$ cat src/include/fefal_cfg.svh
`ifndef FEFAL_CFG_SVH
`define FEFAL_CFG_SVH

// register offsets on the register port
`define FEFAL_ADDR_FLAGS 8'h00
`define FEFAL_ADDR_SUPPRESS 8'h01

// bit positions, shared by the flag and suppress registers
`define FEFAL_BIT_POWER_RESET 7
`define FEFAL_BIT_WAKE 6
`define FEFAL_BIT_AUX_FAULT 5
`define FEFAL_BIT_LINE_FAULT 4
`define FEFAL_BIT_FIELD_WARN 3
`define FEFAL_BIT_FIELD_UVLO 2
`define FEFAL_BIT_RESERVED 1
`define FEFAL_BIT_OVERTEMP 0

// reset values and masks
`define FEFAL_FLAGS_RESET 8'h80
`define FEFAL_SUPPRESS_RESET 8'h00
`define FEFAL_SUPPRESS_WMASK 8'h7D
`define FEFAL_FLAG_MASK 8'hFD
`define FEFAL_UNMAPPED_DATA 8'h00

`endif

$ cat src/include/fefal_pkg.sv
package fefal_pkg;

    typedef logic [7:0] fefal_byte_t;

    // level inputs from the on-chip monitors, high while the condition stands
    typedef struct packed {
        logic logic_supply_uvlo;
        logic reg_corrupt;
        logic wake_detect;
        logic aux_driver_fault;
        logic line_driver_fault;
        logic field_supply_warn;
        logic field_supply_uvlo;
        logic overtemp_warn;
    } fefal_evt_s;

    // one register access per cycle from the serial port decoder
    typedef struct packed {
        logic rd;
        logic wr;
        fefal_byte_t addr;
        fefal_byte_t wdata;
    } fefal_reg_req_s;

    typedef struct packed {
        logic valid;
        fefal_byte_t data;
    } fefal_reg_rsp_s;

endpackage

$ cat src/rtl/fefal_alert_gate.sv
`timescale 1ns/1ns
`default_nettype none
module fefal_alert_gate
    import fefal_pkg::*;
(
    input wire logic ref_clk_i,
    input wire logic rst_b_i,
    input wire fefal_pkg::fefal_byte_t nxt_flags_i,
    input wire fefal_pkg::fefal_byte_t nxt_suppress_i,
    output logic alert_b_o
);
    `include "fefal_cfg.svh"

    fefal_byte_t eff_suppress;
    logic nxt_alert_b;
    logic alert_b_ff;

    // power reset flag has no suppress bit, so its position is forced open
    assign eff_suppress = nxt_suppress_i & ~(8'h01 << `FEFAL_BIT_POWER_RESET);
    // gating the next values keeps the pin in step with the flag register
    assign nxt_alert_b = ~(|(nxt_flags_i & `FEFAL_FLAG_MASK & ~eff_suppress));
    assign alert_b_o = alert_b_ff;

    // reset shows the alert low, since the power reset flag resets set
    always_ff @(posedge ref_clk_i or negedge rst_b_i) begin
        if (!rst_b_i) begin
            alert_b_ff <= 1'b0;
        end else begin
            alert_b_ff <= nxt_alert_b;
        end
    end
endmodule
`default_nettype wire

$ cat src/rtl/fefal_alert_top.sv
// Overview of operation
// Alert asserts while any flag is set and not suppressed.
// Reading the flag register clears flags and releases alert once faults are gone.
// Flags latch on their event and hold until the next flag read.
// Power reset flag, bit 7, resets to one; other flags reset to zero.
// Logic supply undervoltage resets registers and sets the power reset flag.
// Register corruption by an outside disturbance sets the power reset flag.
// Power reset flag always drives alert; it cannot be suppressed.
// Bit 6 sets on a detected wake-up request on the line.
// Bit 5 sets on auxiliary driver overload or thermal shutdown.
// Bit 4 sets on line driver overload or thermal shutdown.
// Bit 3 sets when field supply falls below the 16V warning level.
// Bit 2 sets on field supply undervoltage only while the converter is off.
// Field undervoltage with converter on resets every register to default.
// Bit 0 sets when die temperature passes the warning threshold.
// Suppress register is read/write, resets to zero, set bit silences alert.
// Suppress bits gate only the alert; flags latch regardless.
// Suppress bits line up with flag bits; one means suppressed.
// Alert output is active low, low while an unsuppressed flag is set.
// Bit 1 of both registers reads zero and ignores writes.
`timescale 1ns/1ns
`default_nettype none
module fefal_alert_top
    import fefal_pkg::*;
(
    input wire logic ref_clk_i,
    input wire logic rst_b_i,
    input wire fefal_pkg::fefal_evt_s evt_i,
    input wire logic converter_off_i,
    input wire fefal_pkg::fefal_reg_req_s reg_req_i,
    output fefal_pkg::fefal_reg_rsp_s reg_rsp_o,
    output logic alert_b_o,
    output logic regs_reset_o
);
    import fefal_pkg::*;
    `include "fefal_cfg.svh"

    // bit positions and masks in the header assume byte wide registers
    if ($bits(fefal_byte_t) != 8) begin : g_byte_check
        $error("register width must be eight bits");
    end

    // decoded register accesses
    wire logic rd_flags;
    wire logic rd_suppress;
    wire logic wr_suppress;
    wire logic clear_regs;
    wire fefal_byte_t set_vec;
    wire fefal_byte_t clr_vec;
    wire fefal_byte_t flags_q;
    wire fefal_byte_t nxt_flags;
    wire fefal_byte_t rd_data;

    fefal_byte_t suppress_ff;
    fefal_byte_t nxt_suppress;
    fefal_reg_rsp_s rsp_ff;
    logic regs_reset_ff;

    function automatic fefal_byte_t bit_at(input logic val, input int pos);
        fefal_byte_t res;
        res = 8'h00;
        res[pos[2:0]] = val;
        return res;
    endfunction

    assign rd_flags = reg_req_i.rd && (reg_req_i.addr == `FEFAL_ADDR_FLAGS);
    assign rd_suppress = reg_req_i.rd && (reg_req_i.addr == `FEFAL_ADDR_SUPPRESS);
    assign wr_suppress = reg_req_i.wr && (reg_req_i.addr == `FEFAL_ADDR_SUPPRESS);

    // logic supply loss, or field supply loss with the converter on, brings every register back to its default
    assign clear_regs = evt_i.logic_supply_uvlo ||
                        (evt_i.field_supply_uvlo && !converter_off_i);

    // monitor levels map onto flag positions; a standing fault keeps re-setting
    assign set_vec = bit_at(evt_i.reg_corrupt, `FEFAL_BIT_POWER_RESET)
                   | bit_at(evt_i.wake_detect, `FEFAL_BIT_WAKE)
                   | bit_at(evt_i.aux_driver_fault, `FEFAL_BIT_AUX_FAULT)
                   | bit_at(evt_i.line_driver_fault, `FEFAL_BIT_LINE_FAULT)
                   | bit_at(evt_i.field_supply_warn, `FEFAL_BIT_FIELD_WARN)
                   | bit_at(evt_i.field_supply_uvlo && converter_off_i,
                            `FEFAL_BIT_FIELD_UVLO)
                   | bit_at(evt_i.overtemp_warn, `FEFAL_BIT_OVERTEMP);

    // a flag read clears everything; a live event wins inside the latch
    assign clr_vec = rd_flags ? 8'hFF : 8'h00;

    // suppress write never touches the flags, it only feeds the alert gate
    assign nxt_suppress = clear_regs ? `FEFAL_SUPPRESS_RESET :
                          wr_suppress ? (reg_req_i.wdata & `FEFAL_SUPPRESS_WMASK) :
                          suppress_ff;

    // unmapped reads return zero rather than stale data
    assign rd_data = rd_flags ? flags_q :
                     rd_suppress ? suppress_ff :
                     `FEFAL_UNMAPPED_DATA;

    fefal_flag_latch #(
        .WIDTH(8),
        .RESET_VAL(`FEFAL_FLAGS_RESET)
    ) u_flags (
        .ref_clk_i(ref_clk_i),
        .rst_b_i(rst_b_i),
        .load_default_i(clear_regs),
        .clear_i(clr_vec),
        .set_i(set_vec & `FEFAL_FLAG_MASK),
        .q_o(flags_q),
        .nxt_o(nxt_flags)
    );

    fefal_alert_gate u_alert (
        .ref_clk_i(ref_clk_i),
        .rst_b_i(rst_b_i),
        .nxt_flags_i(nxt_flags),
        .nxt_suppress_i(nxt_suppress),
        .alert_b_o(alert_b_o)
    );

    // suppress register
    always_ff @(posedge ref_clk_i or negedge rst_b_i) begin
        if (!rst_b_i) begin
            suppress_ff <= `FEFAL_SUPPRESS_RESET;
        end else begin
            suppress_ff <= nxt_suppress;
        end
    end

    // read answer, a one-cycle pulse after the request with pre-clear data
    always_ff @(posedge ref_clk_i or negedge rst_b_i) begin
        if (!rst_b_i) begin
            rsp_ff <= '0;
        end else begin
            rsp_ff <= '{valid: reg_req_i.rd, data: rd_data};
        end
    end

    // tells the other register blocks that a supply reset is in force
    always_ff @(posedge ref_clk_i or negedge rst_b_i) begin
        if (!rst_b_i) begin
            regs_reset_ff <= 1'b0;
        end else begin
            regs_reset_ff <= clear_regs;
        end
    end

    assign reg_rsp_o = rsp_ff;
    assign regs_reset_o = regs_reset_ff;

    fefal_byte_t eff_supp;
    assign eff_supp = suppress_ff & ~(8'h01 << `FEFAL_BIT_POWER_RESET);
endmodule
`default_nettype wire

$ cat src/rtl/fefal_flag_latch.sv
`timescale 1ns/1ns
`default_nettype none
module fefal_flag_latch #(
    parameter int WIDTH = 8,
    parameter logic [WIDTH-1:0] RESET_VAL = '0
) (
    input wire logic ref_clk_i,
    input wire logic rst_b_i,
    input wire logic load_default_i,
    input wire logic [WIDTH-1:0] clear_i,
    input wire logic [WIDTH-1:0] set_i,
    output logic [WIDTH-1:0] q_o,
    output logic [WIDTH-1:0] nxt_o
);
    // a zero width latch has nothing to hold, so refuse it while elaborating
    if (WIDTH < 1) begin : g_width_check
        $error("flag latch width must be at least one");
    end

    logic [WIDTH-1:0] flags_ff;

    // set wins over clear so an event in the clearing cycle survives
    assign nxt_o = load_default_i ? RESET_VAL : ((flags_ff & ~clear_i) | set_i);
    assign q_o = flags_ff;

    always_ff @(posedge ref_clk_i or negedge rst_b_i) begin
        if (!rst_b_i) begin
            flags_ff <= RESET_VAL;
        end else begin
            flags_ff <= nxt_o;
        end
    end
endmodule
`default_nettype wire

$ cat config.mk
export PLATFORM = sky130hd
export DESIGN_NAME = fefal_alert_top
export DESIGN_NICKNAME = d
export VERILOG_FILES = /design/src/include/fefal_pkg.sv /design/src/rtl/fefal_alert_gate.sv /design/src/rtl/fefal_alert_top.sv /design/src/rtl/fefal_flag_latch.sv
export VERILOG_INCLUDE_DIRS = /design/src /design/src/include
export SDC_FILE = /design/constraint.sdc
export NUM_CORES = 1
export LEC_CHECK = 0
export BUFFER_PORTS_ARGS = -buffer_cell sky130_fd_sc_hd__buf_2
export CAP_MARGIN = 20
export CORE_UTILIZATION = 50
export DETAILED_ROUTE_END_ITERATION = 12
export PLACE_DENSITY = 0.83
export REMOVE_ABC_BUFFERS = 1
export SLEW_MARGIN = 10
export SYNTH_ARGS = -nofsm -noshare
export SYNTH_HDL_FRONTEND = slang
export SYNTH_HIERARCHICAL = 1
export SYNTH_SLANG_ARGS = --single-unit
$ cat constraint.sdc
create_clock -name ref_clk_i -period 1.35 [get_ports ref_clk_i]
set_input_delay 0.2025 -clock ref_clk_i [delete_from_list [all_inputs] [get_ports ref_clk_i]]
set_output_delay 0.2025 -clock ref_clk_i [all_outputs]
set_load 0.02 [all_outputs]
# Word-level counts from Yosys, hierarchy flattened
# Cells that the tools add are included.
# totals
register_bits,27
inputBits,29
wordCells,36
# classes
n_eq_ne,1
n_mux,6
bitwise,12
n_reduce_logical,10
# ops
cell,count
$mux W8,6
$and A8 B8 Y8,2
$eq A8 B1 Y1 const B,1
$logic_not A8 Y1,1
$not A7 Y8,1
$not A8 Y8,1
$or A8 B1 Y8,1
$or A8 B3 Y8,1
$or A8 B4 Y8,1
$or A8 B5 Y8,1
$or A8 B6 Y8,1
$or A8 B7 Y8,1
$or A8 B8 Y8,1
$reduce_or A8 Y1,1
$logic_and A1 B1 Y1,5
$reduce_bool A2 Y1,1
$logic_not A1 Y1,1
$logic_or A1 B1 Y1,1
$not A1 Y1,1

# Depth between registers and ports, before layout
# logic_depth
depth_word,11
depth_mapped,8

# By module
# The synthesis kept the hierarchy.
# modules_own_cells
module,n_inst,cells_per_inst,area_per_inst_um2,seq_area_each_um2
fefal_alert_top,1,72,830.8,450.4
fefal_flag_latch,1,33,420.4,201.4
fefal_alert_gate,1,10,86.3,25.0

# Worst setup path after synthesis
# Ideal clock, no wire load.
# synth_timing
path_kind,input-to-reg
startpoint,input port reg_req_i[14] (netlist name)
endpoint,register u_alert.alert_b_ff (netlist: u_alert/alert_b_o)
arrival_time_ns,1.447
slack_ns,-0.193
cell_stages,7
path_cell_list,nor4_4 > and4_1 > buf_4 > mux2i_1 > nand2b_1 > o221ai_2 > nor4_2
# synth_via
elab_cells_between_ends,15
classes_between,eq/ne: 1; mux: 4; bitwise: 6; reduce/logical: 4
# synth_lines
element,line,text
start: declaration,fefal_alert_top.sv:30,"input wire fefal_pkg::fefal_reg_req_s reg_req_i,"
$eq A8 B1 Y1 (no line),-,
$logic_and A1 B1 Y1,fefal_alert_top.sv:68,assign wr_suppress = reg_req_i.wr && (reg_req_i.addr == `FEFAL_ADDR_SUPPRESS);
$mux W8,fefal_alert_top.sv:89,wr_suppress ? (reg_req_i.wdata & `FEFAL_SUPPRESS_WMASK) :
$mux W8,fefal_alert_top.sv:88,assign nxt_suppress = clear_regs ? `FEFAL_SUPPRESS_RESET :
named net nxt_suppress[4],fefal_alert_top.sv:55,fefal_byte_t nxt_suppress;
$not A7 Y8,fefal_alert_gate.sv:21,assign nxt_alert_b = ~(|(nxt_flags_i & `FEFAL_FLAG_MASK & ~eff_suppress));
$and A8 B8 Y8,fefal_alert_gate.sv:21,
$reduce_or A8 Y1,fefal_alert_gate.sv:21,
$not A1 Y1,fefal_alert_gate.sv:21,
named net u_alert.nxt_alert_b,fefal_alert_gate.sv:15,logic nxt_alert_b;
end signal: assignment,fefal_alert_gate.sv:29,alert_b_ff <= nxt_alert_b;
end: declaration,fefal_alert_gate.sv:16,logic alert_b_ff;
# The timed path passes the listed nets, and every way through them passes these cells. The select of a mux whose other input is x is not followed.
# A chain may end at the register's enable or synchronous reset.

# Worst setup path after layout
# layout_timing
startpoint,input port reg_req_i[9] (netlist name)
endpoint,register u_alert.alert_b_ff (netlist: u_alert/alert_b_o)
# Same word-level chain as after synthesis.

==> summary.md <==
| Metric | Value |
|---|---|
| Outcome | `finished with violations` |
| Failing checks | `negative setup slack` |
| Post-synth cell types | `28` |
| CTS sink count | `27` |
| Pwr dens | `799 nW/um2` |
| Detailed Route WL | `3140 um` |
| Synth top cells by count | `26 x dfrtp_1, 16 x inv_1, 14 x mux2i_1, 12 x o211ai_1, 9 x nor2_1` |
| WS Path Type | `input port to register` |
| Top-Level Pins | `40` |
| Clock share of power | `25.6%` |
| Crit-path max FO | `3` |
| Top_reg_cell synth | `dfrtp_1` |
| Setup WS post-layout | `-0.0566 ns` |
| Sequential power share | `58.7%` |
| Total GRT Usage | `25.6%` |
| Global-route wire length before repair | `5250 um` |
| RePlAce Congestion | `0.902` |
| Initial antenna violation count | `0` |
| Slew at the pin closest to its max-slew limit | `0.594 ns` |
| Non-filler cells, final | `200` |
| Post-Syn Area | `1340 um2` |
| Register-to-register path setup slack | `0.16 ns` |
| Iteration-0 DRC Markers | `34` |
| R2R cell count | `4` |
| ANT cells | `0` |
| Maximum vdd drop | `0.000518 V` |
| Clk_skew | `0.0169 ns` |
| Final setup viols | `1` |
| Die width | `53.7 um` |
| YS warnings | `6` |
| DR WL/cell | `15.7 um` |
| Cell taking the most area after synthesis | `dfrtp_1` |
| Port Buf Inserts | `37` |
| Number of synthesized flops with an enable pin | `0` |
| Minimum clock period | `1.41 ns` |
| DP Worst Slack | `-0.562 ns` |
| Clock Path Buffers | `2` |
| Count leader, synth | `dfrtp_1` |
| Synth Instances | `115` |
| Switching power share of the total | `27.5%` |
| CTS buffer count | `3` |
| Synth area leaders | `dfrtp_1 49%, mux2i_1 10%, nand2b_4 7.2%` |
| Relative slew slack | `60.4%` |
| Layout Nets | `200` |
| Dpl hpwl | `2280 um` |
| RSZ-0062 raised after global routing | `true` |
| Crit path DAT | `1.66 ns` |
| Vias after detailed routing | `1106` |
| Clock-pin transition on the worst setup and hold timing paths | `0.16 ns` |
| Min-delay worst type | `input port to register` |
| Initial Util | `53.5%` |
| Static Leak | `0.882 nW` |
| Seq/Total Area, Yosys | `50.6%` |
| Die area | `2890 um2` |
| Total iterations of the first detailed-routing run | `4` |
| CP required | `1.60 ns` |
| P_sw | `0.395 mW` |
| Post-Place Cells | `190` |
| CP Launch Type | `input port` |
| Post-synth top area share | `48.6%` |
| Die Ht | `53.7 um` |
| Slew Limit Fails | `0` |
| Number of global-route vias before repair | `1162` |
| Layout cells sized above 1 | `51.8%` |
| Post-synthesis register bit count | `27` |
| Largest net degree at the start of global routing | `28` |
| Clk_lat worst skew | `0.34 ns` |
| F_max | `711 MHz` |
| FF-to-FF End | `u_alert/alert_b_o$_DFF_PN0_` |
| RR Startpoint | `suppress_ff[2]$_DFF_PN0_` |
| Worst setup path end | `u_alert/alert_b_o$_DFF_PN0_` |
| Final period utilization | `104%` |
| Pint | `1.04 mW` |
| Final Hold Viols | `0` |
| Setup TNS | `-0.0566 ns` |
| Number of cells on the worst hold path | `3` |
| Fin util | `72.0%` |
| Maxcap violations | `0` |
| Number of cell rows | `18` |
| Number of vias per cell | `5.53` |
| TritonCTS clock tree | `built` |
| Comb power frac | `15.7%` |
| Total gr overflow | `0` |
| Critical Path Source | `reg_req_i[9]` |
| Synth async-reset ratio | `100%` |
| Final ANT Viol Nets | `0` |
| Syn-to-layout area delta | `34.6%` |
| Syn avg cell area | `11.6 um2` |
| DR DRC count | `0` |
| Root Driver | `clkbuf_4` |
| Total number of H-tree levels | `1` |
| Total power | `1.44 mW` |
| Core Area | `2500 um2` |
| Setup crit end kind | `register` |
## cell usage in the layout (no fill, tap or decap), types with 2 or more instances in the layout
master / netlist / final
buf_4: 1 / 15
a21oi_2: 7 / 7
buf_6: 1 / 4
o211ai_1: 12 / 12
nor2_1: 9 / 9
clkbuf_4: 0 / 3
dfrtp_1: 26 / 26
mux2i_2: 0 / 3
and3_1: 2 / 2
dlygate4sd3_1: 0 / 2
buf_2: 1 / 35
mux2i_1: 14 / 9
nand2b_4: 7 / 8
mux2i_4: 0 / 2
inv_1: 16 / 16
## metal layers
| layer | part of all wire, % | global-route usage [%] | vias to the layer above | routed length (um) |
|---|---|---|---|---|
| met5 | 0 | 0 | - | 0 |
| met4 | 2.1 | 13.2 | 0 | 67 |
| li1 | - | - | 505 | - |
| met2 | 51 | 46.3 | 46 | 1610 |
| met1 | 41 | 29.1 | 547 | 1300 |
| met3 | 5.5 | 3.11 | 8 | 172 |
## kinds of logic after synthesis
kind of cell / count (synthesis) / share of synthesized area [%]
AND/OR/NAND/NOR: 28 / 17.6
flip-flops: 27 / 50.6
other: 1 / 0.280
buffers and inverters: 22 / 7.11
AO/OA/AOI/OAI: 23 / 13.9
multiplexers: 14 / 10.5
## state kept, by name, indices dropped and copies added, names as in the netlist
name	flops
reg_rsp_o	9
suppress_ff	8
u_flags/q_o	8
regs_reset_o	1
u_alert/alert_b_o	1
## worst max-delay path: stages
cell,delay (ns)
buf_6,0.10
nor4_4,0.30
and4_4,0.30
buf_6,0.12
mux2i_2,0.26
o22ai_2,0.13
nor4_2,0.25
## final cells by class
class,instances,area (um2)
multi-input combinational,66,623
clock buffer,3,22.5
inverter,16,60.1
clock inverter,1,7.51
sequential,27,677
timing repair buffer,57,373
fill,170,699
tap,30,37.5
## metrics by stage
stage	hold slack, ns	cell area [um2]
after floorplan	-0.0931	1300
after global placement	0.225	1630
after detailed placement	0.237	1630
after CTS	0.0762	1790
after global routing	0.0718	1800
final	0.0782	1800
## timing repair
| action | CTS | global route |
|---|---|---|
| endpoints found under the hold margin | 27 | 0 |
| endpoints found under the setup margin | 1 | 1 |
| resized for setup | 15 | 1 |
| buffers inserted | 3 | 1 |
| pin swaps | 5 | 2 |
| hold buffers | 2 | 0 |
## worst min-delay path by stage
| stage | from | to | slack (ns) |
|---|---|---|---|
| 2_1_floorplan | rst_b_i | reg_rsp_o[0]$_DFF_PN0_ | -0.09 |
| 3_3_place_gp | rst_b_i | regs_reset_o$_DFF_PN0_ | 0.22 |
| 3_5_place_dp | rst_b_i | u_flags/q_o[1]$_DFF_PN0_ | 0.24 |
| 4_1_cts | evt_i[0] | u_flags/q_o[0]$_DFF_PN0_ | 0.08 |
| 5_1_grt | evt_i[0] | u_flags/q_o[0]$_DFF_PN0_ | 0.07 |
| 6_report | evt_i[0] | u_flags/q_o[0]$_DFF_PN0_ | 0.08 |
## power by group through the flow
stage | Sequential (mW) | Clock, mW | Combinational [mW]
finish | 0.845 | 0.369 | 0.226
global route | 0.848 | 0.412 | 0.246
CTS | 0.844 | 0.372 | 0.222
detailed placement | 0.860 | 0 | 0.204
global placement | 0.858 | 0 | 0.194
floorplan | 0.860 | 0 | 0.0878
Power figures use the tool's default switching activity.
